### src/verilog/uml_pkg.sv
`default_nettype none
package uml_pkg;

    // host bus geometry
    localparam int unsigned DATA_W    = 8;
    localparam int unsigned ADDR_W    = 3;

    // register select codes on the host address lines
    localparam logic [2:0] ADDR_IER   = 3'h1;
    localparam logic [2:0] ADDR_MCR   = 3'h4;
    localparam logic [2:0] ADDR_MSR   = 3'h6;
    localparam logic [2:0] ADDR_SCR   = 3'h7;

    // interrupt enable fields
    localparam int unsigned IER_RDA   = 0;
    localparam int unsigned IER_THRE  = 1;
    localparam int unsigned IER_RLS   = 2;
    localparam int unsigned IER_MS    = 3;

    // modem control fields
    localparam int unsigned MCR_DTR   = 0;
    localparam int unsigned MCR_RTS   = 1;
    localparam int unsigned MCR_OUT_A = 2;
    localparam int unsigned MCR_OUT_B = 3;
    localparam int unsigned MCR_LOOP  = 4;
    localparam int unsigned MCR_AUTO  = 5;

    // modem status fields
    localparam int unsigned MSR_DCTS  = 0;
    localparam int unsigned MSR_DSR_CHANGE_FLAG  = 1;
    localparam int unsigned MSR_DDCD  = 3;
    localparam int unsigned MSR_CTS   = 4;
    localparam int unsigned MSR_DSR   = 5;
    localparam int unsigned MSR_DCD   = 7;

    // reset values and writable-bit masks
    localparam logic [7:0] IER_RST    = 8'h00;
    localparam logic [7:0] IER_MASK   = 8'h0f;
    localparam logic [7:0] MCR_RST    = 8'h00;
    localparam logic [7:0] MCR_MASK   = 8'h3f;
    localparam logic [7:0] SCR_RST    = 8'h00;
    localparam logic [7:0] BYTE_ZERO  = 8'h00;

    // true when the host address selects the given register
    function automatic logic uml_addr_hit(input logic [2:0] addr, input logic [2:0] sel);
        uml_addr_hit = (addr == sel);
    endfunction

endpackage
`default_nettype wire
### src/verilog/uml_change_flag.sv
`timescale 1ns/1ps
`default_nettype none
module uml_change_flag
    import uml_pkg::*;
(
    input  wire logic ref_clk_in,
    input  wire logic rst_n_in,
    input  wire logic master_reset_in,
    input  wire logic level_in,
    input  wire logic clear_in,
    output var  logic flag_out
);

    logic level_prev_reg;
    logic flag_reg;

    // last seen level, parked at inactive on reset
    always_ff @(posedge ref_clk_in or negedge rst_n_in) begin
        if (!rst_n_in) begin
            level_prev_reg <= 1'b0;
        end else if (master_reset_in) begin
            level_prev_reg <= 1'b0;
        end else begin
            level_prev_reg <= level_in;
        end
    end

    // sticky change flag; a change seen while clearing still sets it
    always_ff @(posedge ref_clk_in or negedge rst_n_in) begin
        if (!rst_n_in) begin
            flag_reg <= 1'b0;
        end else if (master_reset_in) begin
            flag_reg <= 1'b0;
        end else if (level_in != level_prev_reg) begin
            flag_reg <= 1'b1;
        end else if (clear_in) begin
            flag_reg <= 1'b0;
        end
    end

    assign flag_out = flag_reg;

endmodule // uml_change_flag
`default_nettype wire

### src/verilog/uml_host_port.sv
`timescale 1ns/1ps
`default_nettype none
module uml_host_port
    import uml_pkg::*;
(
    input  wire logic              ref_clk_in,
    input  wire logic              rst_n_in,
    input  wire logic              host_rd_in,
    input  wire logic [DATA_W-1:0] read_value_in,
    output var  logic [DATA_W-1:0] data_out,
    output logic                   data_oe_out,
    output logic                   bus_driver_disable_n_out,
    output logic                   rd_start_out
);

    logic              rd_prev_reg;
    logic [DATA_W-1:0] data_reg;

    // read start is the first cycle of a read strobe
    always_ff @(posedge ref_clk_in or negedge rst_n_in) begin
        if (!rst_n_in) begin
            rd_prev_reg <= 1'b0;
        end else begin
            rd_prev_reg <= host_rd_in;
        end
    end

    assign rd_start_out = host_rd_in & ~rd_prev_reg;

    // snapshot once per read so a clear-on-read cannot alter the byte mid-read
    always_ff @(posedge ref_clk_in or negedge rst_n_in) begin
        if (!rst_n_in) begin
            data_reg <= BYTE_ZERO;
        end else if (rd_start_out) begin
            data_reg <= read_value_in;
        end
    end

    // drive the bus and open the transceiver only while reading
    assign data_out                 = data_reg;
    assign data_oe_out              = host_rd_in;
    assign bus_driver_disable_n_out = ~host_rd_in;

endmodule // uml_host_port
`default_nettype wire

### src/verilog/uml_modem_lines.sv
// Function
// - The clear-to-send level reads back as modem status bit 4.
// - A clear-to-send change raises the modem status interrupt only when automatic clear-to-send is off.
// - With automatic clear-to-send on, the clear-to-send level gates the transmitter.
// - Carrier detect reads as status bit 7 and a change since the last status read sets bit 3.
// - Data-set-ready reads as status bit 5 and a change since the last status read sets bit 1.
// - A data-set-ready or carrier detect change raises the interrupt when modem status interrupts are enabled.
// - The driver-disable output is low during a host read and high otherwise.
// - The terminal-ready output is low when its control bit is set and high on reset, in loopback or when cleared.
// - The interrupt output is high while any enabled source is pending.
// - The interrupt output drops once the pending source is serviced or on master reset.
// - Each user output is low when its control bit (2 or 3) is set and high on reset, in loopback or when cleared.
// - The eight-bit host bus is driven only during host reads.
// - Master reset clears the registers other than scratch and forces outputs to their inactive levels.
`timescale 1ns/1ps
`default_nettype none
module uml_modem_lines
    import uml_pkg::*;
(
    input  wire logic              ref_clk_in,
    input  wire logic              rst_n_in,
    input  wire logic              master_reset_in,
    // host side
    input  wire logic [ADDR_W-1:0] host_addr_in,
    input  wire logic              host_rd_in,
    input  wire logic              host_wr_in,
    input  wire logic [DATA_W-1:0] host_data_bus_in,
    output logic      [DATA_W-1:0] host_data_bus_out,
    output logic                   host_data_bus_oe_out,
    output logic                   bus_driver_disable_n_out,
    output var logic               int_out,
    // interrupt sources from the neighbouring serial path
    input  wire logic              rx_error_in,
    input  wire logic              rx_data_avail_in,
    input  wire logic              rx_timeout_in,
    input  wire logic              fifo_mode_in,
    input  wire logic              thr_empty_in,
    // transmitter gate toward the serial path
    output var logic               tx_allowed_out,
    // modem side, all active low
    input  wire logic              cts_n_in,
    input  wire logic              dsr_n_in,
    input  wire logic              dcd_n_in,
    output var logic               dtr_n_out,
    output var logic               rts_n_out,
    output var logic               user_output_a_n_out,
    output var logic               user_output_b_n_out
);

    // ------------------------------------------------------------------
    // declarations
    // ------------------------------------------------------------------
    logic [DATA_W-1:0] int_enable_reg;
    logic [DATA_W-1:0] modem_control_reg;
    logic [DATA_W-1:0] scratch_reg;
    logic [DATA_W-1:0] modem_status_reg;
    logic [DATA_W-1:0] read_value;

    logic              loopback;
    logic              auto_cts;
    logic              cts_level;
    logic              dsr_level;
    logic              dcd_level;
    logic              cts_change;
    logic              dsr_change_flag;
    logic              dcd_change;
    logic              status_clear;
    logic              rd_start;
    logic              ms_pending;
    logic              rx_pending;
    logic              int_next;
    logic              tx_allowed_next;

    // ------------------------------------------------------------------
    // host writes to control registers
    // ------------------------------------------------------------------

    // interrupt enables; only the low nibble exists
    always_ff @(posedge ref_clk_in or negedge rst_n_in) begin
        if (!rst_n_in) begin
            int_enable_reg <= IER_RST;
        end else if (master_reset_in) begin
            int_enable_reg <= IER_RST;
        end else if (host_wr_in && uml_addr_hit(host_addr_in, ADDR_IER)) begin
            int_enable_reg <= host_data_bus_in & IER_MASK;
        end
    end

    // modem control bits: lines, loopback and automatic clear-to-send
    always_ff @(posedge ref_clk_in or negedge rst_n_in) begin
        if (!rst_n_in) begin
            modem_control_reg <= MCR_RST;
        end else if (master_reset_in) begin
            modem_control_reg <= MCR_RST;
        end else if (host_wr_in && uml_addr_hit(host_addr_in, ADDR_MCR)) begin
            modem_control_reg <= host_data_bus_in & MCR_MASK;
        end
    end

    // scratch byte, software only; survives master reset like the classic part
    always_ff @(posedge ref_clk_in or negedge rst_n_in) begin
        if (!rst_n_in) begin
            scratch_reg <= SCR_RST;
        end else if (host_wr_in && uml_addr_hit(host_addr_in, ADDR_SCR)) begin
            scratch_reg <= host_data_bus_in;
        end
    end

    assign loopback = modem_control_reg[MCR_LOOP];
    assign auto_cts = modem_control_reg[MCR_AUTO];

    // ------------------------------------------------------------------
    // modem input levels
    // ------------------------------------------------------------------

    // true levels; in loopback the control bits stand in for the pins
    // so diagnostics can toggle status without a modem attached
    always_comb begin
        if (loopback) begin
            cts_level = modem_control_reg[MCR_RTS];
            dsr_level = modem_control_reg[MCR_DTR];
            dcd_level = modem_control_reg[MCR_OUT_B];
        end else begin
            cts_level = ~cts_n_in;
            dsr_level = ~dsr_n_in;
            dcd_level = ~dcd_n_in;
        end
    end

    // ------------------------------------------------------------------
    // host read port and clear-on-read
    // ------------------------------------------------------------------
    uml_host_port u_host_port (
        .ref_clk_in               (ref_clk_in),
        .rst_n_in                 (rst_n_in),
        .host_rd_in               (host_rd_in),
        .read_value_in            (read_value),
        .data_out                 (host_data_bus_out),
        .data_oe_out              (host_data_bus_oe_out),
        .bus_driver_disable_n_out (bus_driver_disable_n_out),
        .rd_start_out             (rd_start)
    );

    // clear at the same edge that snapshots the byte, so nothing is lost
    assign status_clear = rd_start & uml_addr_hit(host_addr_in, ADDR_MSR);

    // ------------------------------------------------------------------
    // change flags
    // ------------------------------------------------------------------

    // clear-to-send change
    uml_change_flag u_cts_flag (
        .ref_clk_in      (ref_clk_in),
        .rst_n_in        (rst_n_in),
        .master_reset_in (master_reset_in),
        .level_in        (cts_level),
        .clear_in        (status_clear),
        .flag_out        (cts_change)
    );

    // data-set-ready change
    uml_change_flag u_dsr_flag (
        .ref_clk_in      (ref_clk_in),
        .rst_n_in        (rst_n_in),
        .master_reset_in (master_reset_in),
        .level_in        (dsr_level),
        .clear_in        (status_clear),
        .flag_out        (dsr_change_flag)
    );

    // carrier detect change
    uml_change_flag u_dcd_flag (
        .ref_clk_in      (ref_clk_in),
        .rst_n_in        (rst_n_in),
        .master_reset_in (master_reset_in),
        .level_in        (dcd_level),
        .clear_in        (status_clear),
        .flag_out        (dcd_change)
    );

    // ------------------------------------------------------------------
    // status assembly and read mux
    // ------------------------------------------------------------------

    // status byte; ring bits 2 and 6 are not carried and read zero
    always_comb begin
        modem_status_reg           = BYTE_ZERO;
        modem_status_reg[MSR_DCTS] = cts_change;
        modem_status_reg[MSR_DSR_CHANGE_FLAG] = dsr_change_flag;
        modem_status_reg[MSR_DDCD] = dcd_change;
        modem_status_reg[MSR_CTS]  = cts_level;
        modem_status_reg[MSR_DSR]  = dsr_level;
        modem_status_reg[MSR_DCD]  = dcd_level;
    end

    // read mux; unlisted addresses belong to neighbours and read zero here
    always_comb begin
        case (host_addr_in)
            ADDR_IER: read_value = int_enable_reg;
            ADDR_MCR: read_value = modem_control_reg;
            ADDR_MSR: read_value = modem_status_reg;
            ADDR_SCR: read_value = scratch_reg;
            default:  read_value = BYTE_ZERO;
        endcase
    end

    // ------------------------------------------------------------------
    // interrupt
    // ------------------------------------------------------------------

    // cts changes are hidden while the hardware handles flow itself
    assign ms_pending = dsr_change_flag | dcd_change
                      | (cts_change & ~auto_cts);

    // timeout counts as received data only in fifo mode
    assign rx_pending = rx_data_avail_in | (rx_timeout_in & fifo_mode_in);

    // level interrupt; drops as soon as every enabled source is serviced
    always_comb begin
        int_next = (int_enable_reg[IER_RLS]  & rx_error_in)
                 | (int_enable_reg[IER_RDA]  & rx_pending)
                 | (int_enable_reg[IER_THRE] & thr_empty_in)
                 | (int_enable_reg[IER_MS]   & ms_pending);
    end

    // registered to keep the pin glitch free, costs one cycle of latency
    always_ff @(posedge ref_clk_in or negedge rst_n_in) begin
        if (!rst_n_in) begin
            int_out <= 1'b0;
        end else if (master_reset_in) begin
            int_out <= 1'b0;
        end else begin
            int_out <= int_next;
        end
    end

    // ------------------------------------------------------------------
    // transmitter gate
    // ------------------------------------------------------------------

    // without automatic mode the transmitter is never held off here
    assign tx_allowed_next = ~auto_cts | cts_level;

    always_ff @(posedge ref_clk_in or negedge rst_n_in) begin
        if (!rst_n_in) begin
            tx_allowed_out <= 1'b1;
        end else if (master_reset_in) begin
            tx_allowed_out <= 1'b1;
        end else begin
            tx_allowed_out <= tx_allowed_next;
        end
    end

    // ------------------------------------------------------------------
    // modem output pins
    // ------------------------------------------------------------------

    // outputs go inactive high on reset and in loopback, where the
    // control bits stay off the pins and all but MCR_OUT_A are wrapped back internally
    always_ff @(posedge ref_clk_in or negedge rst_n_in) begin
        if (!rst_n_in) begin
            dtr_n_out           <= 1'b1;
            rts_n_out           <= 1'b1;
            user_output_a_n_out <= 1'b1;
            user_output_b_n_out <= 1'b1;
        end else if (master_reset_in || loopback) begin
            dtr_n_out           <= 1'b1;
            rts_n_out           <= 1'b1;
            user_output_a_n_out <= 1'b1;
            user_output_b_n_out <= 1'b1;
        end else begin
            dtr_n_out           <= ~modem_control_reg[MCR_DTR];
            rts_n_out           <= ~modem_control_reg[MCR_RTS];
            user_output_a_n_out <= ~modem_control_reg[MCR_OUT_A];
            user_output_b_n_out <= ~modem_control_reg[MCR_OUT_B];
        end
    end

endmodule // uml_modem_lines
`default_nettype wire

### config.mk
export PLATFORM = sky130hd
export DESIGN_NAME = uml_modem_lines
export DESIGN_NICKNAME = d
export VERILOG_FILES = /design/src/verilog/uml_pkg.sv /design/src/verilog/uml_change_flag.sv /design/src/verilog/uml_host_port.sv /design/src/verilog/uml_modem_lines.sv
export SDC_FILE = /design/constraint.sdc
export NUM_CORES = 1
export LEC_CHECK = 0
export ABC_AREA = 1
export ABC_CLOCK_PERIOD_IN_PS = 1100
export BUFFER_PORTS_ARGS = -buffer_cell sky130_fd_sc_hd__buf_2
export CAP_MARGIN = 20
export CORE_MARGIN = 8
export CORE_UTILIZATION = 53
export CTS_CLUSTER_SIZE = 14
export DETAILED_ROUTE_END_ITERATION = 10
export PLACE_DENSITY = 0.8
export SETUP_SLACK_MARGIN = 0.4
export SLEW_MARGIN = 20
export SYNTH_ARGS = -nofsm -noshare
export SYNTH_HDL_FRONTEND = slang
export SYNTH_SLANG_ARGS = --single-unit
### constraint.sdc
create_clock -name ref_clk_in -period 1.1 [get_ports ref_clk_in]
set_input_delay 0.055 -clock ref_clk_in [delete_from_list [all_inputs] [get_ports ref_clk_in]]
set_output_delay 0.055 -clock ref_clk_in [all_outputs]
set_load 0.02 [all_outputs]
; ---- After elaboration in Yosys (flattened, before gate mapping)
; Cells that the tools add are included.
[word_totals]
out_inout_bits = 16
elab_cells = 82
reg_bits = 45
[op_classes]
mux = 24
eq_ne = 7
reduce_logical = 9
n_bitwise = 25
[ops]
columns = op, count
row1 = two-way mux 8 bit, 4
row2 = case mux 8 bit (4 select lines), 1
row3 = two-way mux 1 bit, 19
row4 = NOT 1 bit, 10
row5 = "== test 3 bit, second input constant", 3
row6 = nonzero test 3 bit, 3
row7 = AND 1 bit, 8
row8 = OR 1 bit, 7
row9 = nonzero test 2 bit, 2
row10 = "== test 3 x 1 -> 1 bit, second input constant", 1
row11 = logical AND 1 bit, 3
row12 = inequality test 1 bit, 3
row13 = logical OR 1 bit, 1

; ---- Depth between registers and ports, before layout
; Gate-level depths: netlist (run 1).
[depth]
word_depth = 7
ltp_mapped = 7

; ---- Modules after synthesis
; From an unflattened synthesis (run 1), not the netlist that was laid out.
[hier_totals]
hier_cells = 247
hier_area_um2 = 1909.3
[by_module_without_submodules]
columns = module, area_each_um2, instances, cells_each, seq_area_each_um2
row1 = uml_modem_lines, 1252.5, 1, 175, 606.8
row2 = uml_host_port, 375.4, 1, 39, 225.2
row3 = uml_change_flag, 93.8, 3, 11, 50.0

; ---- Least setup slack after synthesis (run 1)
; No wires, ideal clock.
[synth_path]
path_kind = register -> register
from = register modem_control_reg[4]
to = register u_cts_flag.flag_reg (netlist: u_cts_flag.flag_out)
stages_incl_launch_ff = 7
setup_ns = 0.077
arrival_ns = 0.933
path_buffers = 1
t_required_ns = 1.023
synth_period_minus_slack_ns = 1.011
path_slack_ns = 0.089
cell_sequence = dfrtp_1 buf_2 o21ai_1 inv_2 nand2_1 nand2_1 a21oi_1
[synth_via]
elab_chain_cells = 4
[synth_lines]
columns = element, line
row1 = from (decl), uml_modem_lines.sv:54  ; logic [DATA_W-1:0] modem_control_reg;
row2 = from (signal assigned), uml_modem_lines.sv:96  ; modem_control_reg <= host_data_bus_in & MCR_MASK;
row3 = two-way mux 1 bit *, uml_modem_lines.sv:119  ; if (loopback) begin
row4 = inequality test 1 bit *, uml_change_flag.sv:34  ; end else if (level_in != level_prev_reg) begin
row5 = two-way mux 1 bit, uml_change_flag.sv:34
row6 = two-way mux 1 bit, uml_change_flag.sv:32  ; end else if (master_reset_in) begin
row7 = to (signal assigned), uml_change_flag.sv:31  ; flag_reg <= 1'b0;
row8 = to (signal assigned), uml_change_flag.sv:33  ; flag_reg <= 1'b0;
row9 = to (signal assigned), uml_change_flag.sv:35  ; flag_reg <= 1'b1;
row10 = to (decl), uml_change_flag.sv:15  ; logic flag_reg;
; Every way passes the cells marked *; elsewhere a longest branch is shown, timed or not.
; A chain may end at the register's enable or synchronous reset.

; ---- Worst setup path in the final report (run 1)
[layout_path]
from = register modem_control_reg[4]
to = register user_output_b_n_out
[layout_via]
elab_chain_cells = 2
[layout_lines]
columns = element, line
row1 = logical OR 1 bit, uml_modem_lines.sv:266  ; end else if (master_reset_in || loopback) begin
row2 = two-way mux 1 bit, uml_modem_lines.sv:266
row3 = to (signal assigned), uml_modem_lines.sv:275  ; user_output_b_n_out <= ~modem_control_reg[MCR_OUT_B];
row4 = to (decl), uml_modem_lines.sv:47  ; output var logic user_output_b_n_out
; Every way passes these cells.

==> out/results.tsv, run 1 <==
metric	value	unit
status	finished, violations left	
violations	hold timing	
rsz0062_at_grt	true	
crit_path_start_kind	flop	
synthXorXnorAreaFrac	0	
grt_pass1_vias	1752	
yosys_most_used_dff	dfrtp_1	
crit_type	flop to flop	
holdWs	-0.0164	ns
power_density	1370	nW/µm²
async_flop_share	1.00	
synthAdderAreaFrac	0	
antenna_found_initial	0	
track_usage	0.191	
synth_top_family_by_area	simple AND/OR/NAND/NOR gates	
design_power_total	3670	µW
register_area	986	µm²
ant_nets	0	
overflow	0	
finalMaxSlewViolations	0	
synth_seq_cells	39	
setup_slack	0.00782	ns
synth_edf_count	0	
place.gp.congestion	0.853	
syn_inst	229	
num_antenna_cells	0	
ys_types	24	
wl_met1	2030	µm
ys_warn_count	0	
rows	21	
num_io_pins	40	
firstDrtPassIters	4	
routed_via_density	5.27	
synth_area	1890	µm²
multi_input_area	897	µm²
crit_fanout	8	
muxShareOfSynthArea	0	
period_minus_slack	1.09	ns
numCtsBuffers	5	
drive_above_1_share	0.419	
fp.dieW	75.6	µm
dpl.hpwl	3370	µm
num-nets-final	319	
placeableCoreArea	3390	µm²
synth_seq_area_share	0.521	
hold_violations	1	
drc	0	
clkLatencyLatePin	0.36	ns
worstPathRequired	1.39	ns
ys_top_cells_by_area	dfrtp_1 (45%), nand2_1 (19%), dfstp_2 (7.0%), nand3_1 (5.6%), inv_1 (3.2%)	
yosys.area_share.simple	0.353	
synth_common_cells	nand2_1 (94), dfrtp_1 (34), nand3_1 (21)	
synth_fp_nets	253	
finalSetupViolations	0	
reg2reg_to	user_output_b_n_out$_DFF_PN1_	
io_buffer_count	39	
fill_cells	219	
die_area	5720	µm²
crit_path_start	modem_control_reg[4]$_DFFE_PN0P_	
met2WireLength	2680	µm
syn_area_per_cell	8.23	µm²
cts_root_buffer	clkbuf_4	
fin_util	0.790	
initial_core_util	0.556	
maxCapViolCount	0	
yosysMostFrequentCell	nand2_1	
dr_wl_met3	370	µm
avgRoutedWirePerCell	15.5	µm
place_ws	-0.0263	ns
top_layer_used	met4	
yosysTopAreaCellShare	0.451	
ir_drop	0.815	mV
slew_headroom	0.766	
wirelength	5300	µm
dr.first_iter.drc_count	112	
cp-end-kind	flop	
fmax	916	MHz
arrival	1.38	ns
r2r_slack	0.008	ns
cts_tree	done	
num_vias	1801	
layout-area-overhead-vs-synth	41.9	%
cts_sinks	39	
hold_start	dsr_n_in	
cp-endpoint	user_output_b_n_out$_DFF_PN1_	
cts_buffer_depth	2	
r2r-start	modem_control_reg[4]$_DFFE_PN0P_	
tightest_slew	0.350	ns
hold_buffers	10	
rr_worst_depth	4	
setup-tns-final	0	ns
leakagePower	0.00139	µW
clock_skew	0.00947	ns
cts-htree-levels	2	
yosysTopAreaCell	dfrtp_1	
min_path_type	primary input to flop	
grt_max_degree	27	
final.period_utilization	0.993	
grt_first_pass_wirelength	7980	µm
die_h	75.6	µm
path_clk_slew	0.11	ns
synth-compound-area-share	0.0511	
-- final cells by class --
| type | count | share of cell area |
|---|---|---|
| Clock buffer | 6 | 0.0154 |
| Clock inverter | 2 | 0.0224 |
| Inverter | 20 | 0.0309 |
| Multi-Input combinational cell | 162 | 0.335 |
| Sequential cell | 39 | 0.368 |
| Tap cell | 46 | 0.0215 |
| Timing Repair Buffer | 67 | 0.206 |
-- where the power goes --
group | leakage (µW) | internal (µW) | switching, µW | total [µW]
logic | 0.000846 | 346 | 421 | 767
clock network | 0.0000525 | 709 | 481 | 1190
registers | 0.000490 | 1590 | 127 | 1710
-- per-layer routing --
metal,up-vias,GRT usage
met2,75,0.305
li1,857,-
met5,-,0
met4,0,0.113
met3,21,0.0553
met1,848,0.222
-- cells by family (layout without fill, tap and decap cells) --
group                  count (synthesis)  after routing
AND/OR/NAND/NOR                      146            146
AO/OA/AOI/OAI                         16             16
flip-flops                            39             39
buffers and inverters                 28             95
-- worst min path at each step --
| stage | endpoint | slack [ns] | cells past startpoint |
|---|---|---|---|
| final | u_dsr_flag.level_prev_reg$_DFF_PN0_ | -0.02 | 4 |
| after global routing | u_dsr_flag.level_prev_reg$_DFF_PN0_ | -0.03 | 4 |
| after detailed placement | u_cts_flag.flag_out$_DFFE_PN0P_ | -0.03 | 1 |
| after CTS | u_dsr_flag.level_prev_reg$_DFF_PN0_ | -0.02 | 4 |
| after global placement | u_cts_flag.flag_out$_DFFE_PN0P_ | -0.03 | 1 |
| after floorplan | int_enable_reg[0]$_DFFE_PN0P_ | -0.24 | 0 |
-- cells in the final DEF (no fill, tap or decap), types with 6 or more instances in the layout --
cell and count:
dlygate4sd3_1 10, dfrtp_1 31, buf_4 12, nand4_1 9, nand2_2 16, nand2_1 82
nand3_1 14, inv_1 13, nor2_1 8, o21ai_2 9, buf_2 24, buf_6 19
nand3_2 8, clkbuf_4 6
-- critical path, cell delays in order, from the launching register on --
cell     delay, ns
dfrtp_2       0.51
buf_4         0.17
buf_6         0.12
nor2_4        0.15
nand2_1       0.08
-- metrics by stage --
step                std cells  cell area, µm²
floorplan                 229            1980
global placement          310            2170
detailed placement        310            2170
CTS                       334            2540
global route              342            2680
finish                    342            2680
-- what timing repair did --
item | CTS | global route
setup buffers | 6 | 8
setup endpoints to repair | 36 | 48
pin swaps | 9 | 19
gates resized for setup | 40 | 24
cloned | 0 | 0
hold endpoints to repair | 51 | 2
(Power assumes the default switching activity.)
==> run 2, diff against run 1 <==
--- a/config.mk
+++ b/config.mk
@@ -5,11 +5,10 @@
 export SDC_FILE = /design/constraint.sdc
 export NUM_CORES = 1
 export LEC_CHECK = 0
-export ABC_AREA = 1
 export ABC_CLOCK_PERIOD_IN_PS = 1100
 export BUFFER_PORTS_ARGS = -buffer_cell sky130_fd_sc_hd__buf_2
 export CAP_MARGIN = 20
-export CORE_MARGIN = 8
+export CORE_MARGIN = 4
 export CORE_UTILIZATION = 53
 export CTS_CLUSTER_SIZE = 14
 export DETAILED_ROUTE_END_ITERATION = 10
==> run 2 against run 1 <==
The flow finishes with violations (setup timing). Design area shrank 2.2%. Flip-flop and latch count is the same. Largest cell class unchanged. Setup slack lost 0.096 ns. Global-route usage grew 7.6 points. Critical path type unchanged. Area after synthesis shrank 5.4%. Maximum frequency shrank 8.1%. Register-to-register slack lost 0.096 ns. Clock skew grew 0.0091 ns. First-iteration DRC count grew 17%. Clock power shrank 39%.
==> out/results.tsv, run 2 <==
metric	value	unit	change
register_area	987	µm²	+0.13%
wl_met1	1980	µm	-2.5%
fmax	841	MHz	-8.1%
overflow	0		unchanged
avgRoutedWirePerCell	19.5	µm	+26%
fp.dieW	66	µm	-13%
initial_core_util	0.570		+0.0137
synth_fp_nets	178		-30%
syn_area_per_cell	11.6	µm²	+41%
dpl_cell_area	2170	µm²	-0.23%
cts_sinks	39		unchanged
ys_warn_count	0		unchanged
path_cells	buf_6, a32oi_1, o31a_1, o21ai_2		
grt_pass1_vias	1665		-5.0%
numCtsBuffers	5		unchanged
final.period_utilization	1.08		+0.0876
crit_path_start_kind	flop		
antenna_found_initial	0		unchanged
dr.first_iter.drc_count	131		+17%
tightest_slew	0.413	ns	+0.0624 ns
io_buffer_count	39		unchanged
postLayoutCellArea	2620	µm²	-2.2%
ir_drop	1.02	mV	+25%
arrival	1.43	ns	+0.05 ns
met2WireLength	2830	µm	+5.6%
track_usage	0.266		+0.0757
cp-end-kind	flop		
synth_area	1780	µm²	-5.4%
crit_type	flop to flop		
cts-htree-levels	2		unchanged
syn_inst	154		-33%
finalSetupViolations	11		+11
routed_via_density	5.66		+7.5%
violations	setup timing		
num_vias	1562		-13%
period_minus_slack	1.19	ns	+0.0963 ns
num-nets-final	255		-20%
synth_edf_count	0		unchanged
yosysTopAreaCell	dfrtp_1		
cts_buffer_depth	2		unchanged
power_density	1140	nW/µm²	-17%
num_antenna_cells	0		unchanged
ys_top_cells_by_area	dfrtp_1 (48%), mux2i_1 (9.0%), dfstp_2 (7.4%), mux2_4 (6.7%), nand2_1 (3.6%)		
synth_seq_area_share	0.551		+0.0300
hold_violations	0		-1
async_flop_share	1.00		unchanged
ant_nets	0		unchanged
crit_buf_inv	1		-1
fill_cells	172		-21%
rsz0062_at_grt	true		
die_h	66	µm	-13%
place.gp.congestion	0.816		-4.3%
status	finished, violations left		
min_path_type	primary input to flop		
cp_slowest_cell	dfrtp_2		
rows	20		-4.8%
cts_tree	done		
crit_family	flip-flops		
dpl.hpwl	3170	µm	-5.8%
multi_input_area	841	µm²	-6.3%
placeableCoreArea	3130	µm²	-7.7%
ys_types	34		+42%
layout-area-overhead-vs-synth	46.7	%	
yosys_most_used_dff	dfrtp_1		
firstDrtPassIters	4		unchanged
maxCapViolCount	0		unchanged
crit_fanout	5		-3
grt_max_degree	40		+48%
die_area	4360	µm²	-24%
critical_path.max_stage_delay	0.49	ns	-0.02 ns
yosysMostFrequentCell	dfrtp_1		
clock_skew	0.0186	ns	+0.00910 ns
slew_headroom	0.725		-0.0416
setup_slack	-0.0885	ns	-0.0963 ns
worstPathRequired	1.34	ns	-0.05 ns
clkLatencyLatePin	0.36	ns	about the same
drive_above_1_share	0.513		+0.0940
synth_seq_cells	39		unchanged
final_common_cell	dfrtp_1		
dr_wl_met3	332	µm	-10%
leakagePower	0.00123	µW	-11%
cts_root_buffer	clkbuf_4		
grt_first_pass_wirelength	8360	µm	+4.7%
design_power_total	2990	µW	-19%
wirelength	5380	µm	+1.5%
num_io_pins	40		unchanged
path_clk_slew	0.11	ns	about the same
yosysTopAreaCellShare	0.477		+0.0260
finalMaxSlewViolations	0		unchanged
synth_common_cells	dfrtp_1 (34), nand2_1 (17), mux2i_1 (16)		
top_layer_used	met4		
final_cell_mix	dfrtp_1 (30), buf_2 (25), buf_6 (21)		
drc	0		unchanged
## run 2: cell types whose count changed after synthesis, moves of 5 or more
cell / before / now
nand2_1: 94 / 17
nand3_1: 21 / 0
mux2i_1: 0 / 16
inv_1: 16 / 5
nand4_1: 9 / 0
mux2_4: 0 / 8
o21ai_0: 1 / 8
o21ai_1: 7 / 0
a32oi_1: 0 / 5
nor2_1: 9 / 14
## run 2: cell families (layout without fill, tap and decap cells)
kind of cell    count (synthesis)  count (layout)  share of synthesized area
mux                            24              24                      0.157
xor+xnor                        3               3                     0.0147
simple gates                   43              43                      0.119
buf+inv                        15              93                     0.0421
compound gates                 30              30                      0.116
flops                          39              39                      0.551
## run 2: area by class of cell
| type | instances | share of cell area |
|---|---|---|
| Tap cell | 44 | 0.0210 |
| Clock inverter | 3 | 0.00574 |
| Timing Repair Buffer | 80 | 0.253 |
| Clock buffer | 5 | 0.0143 |
| Inverter | 5 | 0.00717 |
| Sequential cell | 39 | 0.377 |
| Multi-Input combinational cell | 100 | 0.321 |
## run 2: metal layers
| layer | vias up | GRT usage |
|---|---|---|
| li1 | 692 | - |
| met1 | 752 | 0.297 |
| met2 | 89 | 0.426 |
| met3 | 29 | 0.0799 |
| met4 | 0 | 0.201 |
| met5 | - | 0 |
## run 2: worst reg2reg max path, cell delays in order, from the launching register on
cell and delay (ns):
dfrtp_2 0.49, buf_6 0.14, a32oi_1 0.19, o31a_1 0.20, o21ai_2 0.06
## run 2: final timing paths
| path | start | endpoint | slack, ns | depth (start not counted) |
|---|---|---|---|---|
| setup / recovery | modem_control_reg[4]$_DFFE_PN0P_ | u_host_port.data_out[4]$_DFFE_PN0N_ | -0.09 | 4 |
| hold / removal | master_reset_in | modem_control_reg[1]$_DFFE_PN0P_ | 0.03 | 2 |
| setup reg to reg | modem_control_reg[4]$_DFFE_PN0P_ | u_host_port.data_out[4]$_DFFE_PN0N_ | -0.09 | 4 |
| hold reg to reg | modem_control_reg[2]$_DFFE_PN0P_ | user_output_a_n_out$_DFF_PN1_ | 0.46 | 1 |
| max in group asynchronous | rst_n_in | rts_n_out$_DFF_PN1_ | 0.66 | 3 |
| min in group asynchronous | rst_n_in | scratch_reg[3]$_DFFE_PN0P_ | 0.17 | 3 |
## run 2: power by group
part	leakage [µW]	internal, µW	total [µW]	switching [µW]
combinational	0.000701	339	622	283
sequential	0.000493	1540	1640	91.3
clock	0.0000347	238	731	493
## run 2: stage by stage
step / TNS [ns] / instances / utilization / hold WS, ns / worst slack (ns)
finish: -0.575 / 276 / 0.836 / 0.0321 / -0.0885
global route: -1.44 / 276 / 0.836 / 0.0464 / -0.148
CTS: -0.390 / 267 / 0.798 / -0.0753 / -0.0762
detailed placement: -0.754 / 242 / 0.692 / 0.0393 / -0.127
global placement: -0.263 / 242 / 0.692 / 0.0332 / -0.0578
floorplan: 0 / 154 / - / -0.241 / 0.0137
## run 2: what timing repair did
| item | in CTS | in global routing |
|---|---|---|
| hold endpoints to repair | 57 | 1 |
| setup buffers | 4 | 8 |
| setup endpoints to repair | 52 | 52 |
| resized for setup | 41 | 18 |
| pin swaps | 7 | 9 |
| gates cloned | 1 | 0 |
| hold buffers | 12 | 1 |
==> run 3, diff against run 2 <==
--- a/config.mk
+++ b/config.mk
@@ -10,11 +10,12 @@
 export CAP_MARGIN = 20
 export CORE_MARGIN = 4
 export CORE_UTILIZATION = 53
-export CTS_CLUSTER_SIZE = 14
+export CTS_CLUSTER_SIZE = 8
 export DETAILED_ROUTE_END_ITERATION = 10
 export PLACE_DENSITY = 0.8
 export SETUP_SLACK_MARGIN = 0.4
 export SLEW_MARGIN = 20
 export SYNTH_ARGS = -nofsm -noshare
 export SYNTH_HDL_FRONTEND = slang
+export SYNTH_HIERARCHICAL = 1
 export SYNTH_SLANG_ARGS = --single-unit
==> run 3 against run 2 <==
The flow finishes with violations (hold timing, setup timing). Clock-buffer cell count grew 2. Synthesized cell count unchanged. Via count decreased by 2.2%. Critical path depth stayed put. Routed wire length decreased by 1.2%. Design area grew 5.3%. Clock skew shrank 0.011 ns. Setup slack lost 0.16 ns. Critical path type unchanged. Sequential share of layout area decreased by 1.9 points.
==> out/results.tsv, run 3 <==
metric	value	unit	change
leakagePower	0.00131	µW	+6.3%
violations	hold timing, setup timing		
rows	21		+5.0%
cts_sinks	39		unchanged
ant_nets	0		unchanged
min_path_cells	2		unchanged
ys_warn_count	6		+6
fill_cells	201		+17%
placeableCoreArea	3390	µm²	+8.4%
finalSetupViolations	13		+2
synth_area	1880	µm²	+5.5%
slew_headroom	0.658		-0.0671
synth_fp_nets	178		unchanged
numCtsBuffers	5		unchanged
track_usage	0.242		-0.0239
layout-area-overhead-vs-synth	46.3	%	
period_minus_slack	1.34	ns	+0.156 ns
overflow	0		unchanged
yosysMostFrequentCell	dfrtp_1		
num-nets-final	258		+1.2%
holdPathEnd	scratch_reg[6]$_DFFE_PN0P_		
dpl.hpwl	3440	µm	+8.3%
maxCapViolCount	0		unchanged
synth_common_cells	dfrtp_1 (34), mux2i_1 (13), nor2_1 (12)		
setup-tns-final	-1.73	ns	-1.15 ns
rsz0062_at_grt	true		
final.period_utilization	1.22		+0.142
multi_input_area	922	µm²	+9.7%
cp_slowest_cell	dfrtp_2		
num_vias	1527		-2.2%
wirelength	5320	µm	-1.2%
final_cell_mix	dfrtp_1 (31), buf_6 (29), buf_2 (25)		
firstDrtPassIters	4		unchanged
synth_seq_cells	39		unchanged
place.gp.congestion	0.874		+7.1%
die_h	67.6	µm	+2.4%
grt_pass1_vias	1616		-2.9%
final_common_cell	dfrtp_1		
avgRoutedWirePerCell	18.9	µm	-2.9%
ir_drop	0.858	mV	-16%
hold_start	host_data_bus_in[6]		
worstPathRequired	1.35	ns	about the same
rr_worst_depth	4		unchanged
finalMaxSlewViolations	0		unchanged
setup_slack	-0.245	ns	-0.156 ns
ys_types	39		+15%
fin_util	0.812		-0.0239
cts_root_buffer	clkbuf_4		
synth_seq_area_share	0.522		-0.0289
grt_first_pass_wirelength	7910	µm	-5.4%
design_power_total	3140	µW	+4.9%
r2r-start	modem_control_reg[4]$_DFFE_PN0P_		
tightest_slew	0.512	ns	+0.0996 ns
syn_inst	154		unchanged
cts_buffer_depth	2		unchanged
num_io_pins	40		unchanged
die_area	4570	µm²	+4.9%
dpl_cell_area	2290	µm²	+5.6%
arrival	1.59	ns	+0.16 ns
cts-htree-levels	2		unchanged
reg2reg_to	u_host_port/data_out[7]$_DFFE_PN0P_		
r2r_slack	-0.24	ns	-0.16 ns
io_buffer_count	39		unchanged
crit_fanout	8		+3
cts_tree	done		
yosysTopAreaCellShare	0.452		-0.0251
grt_max_degree	40		unchanged
cp-end-kind	flop		
place_ws	-0.261	ns	-0.134 ns
status	finished, violations left		
dr.first_iter.drc_count	101		-23%
async_flop_share	1.00		unchanged
drc	0		unchanged
drive_above_1_share	0.540		+0.0275
synth_edf_count	0		unchanged
hold_violations	6		+6
holdWs	-0.0665	ns	-0.0986 ns
fmax	744	MHz	-12%
fp.dieW	67.6	µm	+2.4%
min_path_type	primary input to flop		
postLayoutCellArea	2750	µm²	+5.3%
critical_path.max_stage_delay	0.51	ns	+0.02 ns
crit_path_start_kind	flop		
path_clk_slew	0.12	ns	about the same
syn_area_per_cell	12.2	µm²	+5.5%
num_antenna_cells	0		unchanged
path_cells	buf_4, o21ai_4, o2111a_1, mux2_4		
hold_buffers	7		-5
yosys_most_used_dff	dfrtp_1		
clock_skew	0.00710	ns	-0.0115 ns
register_area	986	µm²	-0.13%
clkLatencyLatePin	0.35	ns	about the same
routed_via_density	5.43		-4.0%
crit_type	flop to flop		
power_density	1140	nW/µm²	-0.37%
initial_core_util	0.555		-0.0148
antenna_found_initial	0		unchanged
ys_top_cells_by_area	dfrtp_1 (45%), dfstp_2 (7.0%), mux2i_1 (6.9%), mux2_4 (6.4%), mux2_1 (4.2%)		
yosysTopAreaCell	dfrtp_1		
## run 3: metrics by stage
stage	hold slack (ns)	instances
floorplan	-0.241	154
global placement	0.0353	253
detailed placement	0.0373	253
CTS	-0.0722	273
global route	-0.0628	281
finish	-0.0665	281
## run 3: kinds of logic after synthesis
group / after synthesis / share of synthesized area
buffers and inverters: 17 / 0.0632
and+or+nand+nor: 42 / 0.129
AOI/OAI and AO/OA: 24 / 0.0911
xor gates and xnor gates: 3 / 0.0140
DFF: 39 / 0.522
muxes: 29 / 0.181
## run 3: worst max path at each step
stage | end | depth (start not counted) | slack (ns) | startpoint
after detailed placement | u_host_port/data_out[5]$_DFFE_PN0P_ | 4 | -0.26 | modem_control_reg[4]$_DFFE_PN0P_
after global routing | u_host_port/data_out[7]$_DFFE_PN0P_ | 4 | -0.27 | modem_control_reg[4]$_DFFE_PN0P_
after floorplan | u_host_port/data_out[5]$_DFFE_PN0P_ | 4 | -0.11 | modem_control_reg[4]$_DFFE_PN0P_
after global placement | u_host_port/data_out[5]$_DFFE_PN0P_ | 4 | -0.17 | modem_control_reg[4]$_DFFE_PN0P_
after CTS | u_host_port/data_out[5]$_DFFE_PN0P_ | 4 | -0.17 | modem_control_reg[4]$_DFFE_PN0P_
final | u_host_port/data_out[7]$_DFFE_PN0P_ | 4 | -0.24 | modem_control_reg[4]$_DFFE_PN0P_
## run 3: worst max-delay path: cells and delay by family, from the launching register on
| kind | cells | cell delay [ns] |
|---|---|---|
| AOI/OAI and AO/OA | 2 | 0.31 |
| buffers and inverters | 1 | 0.17 |
| DFF | 1 | 0.51 |
| muxes | 1 | 0.25 |
## run 3: where the power goes
group / switching (µW) / total, µW / internal, µW
registers: 98.3 / 1660 / 1560
clock network: 471 / 720 / 249
logic: 322 / 759 / 436
## run 3: cell type report
class | instances | area share
clock buffer | 7 | 0.0164
multi-input combinational | 98 | 0.335
sequential | 39 | 0.358
clock inverter | 1 | 0.00182
tap | 46 | 0.0209
inverter | 7 | 0.00954
timing repair buffer | 83 | 0.259
## run 3: layer usage
metal / up-vias / GRT usage / wire length [µm]
li1: 698 / - / -
met1: 762 / 0.281 / 2050
met2: 51 / 0.420 / 2770
met3: 16 / 0.0632 / 309
met4: 0 / 0.101 / 189
met5: - / 0 / 0
## run 3: repair_timing
action	CTS	global route
setup endpoints to repair	52	52
gates resized for setup	48	20
endpoints found under the hold margin	56	4
pin swaps	8	9
setup buffers	5	8
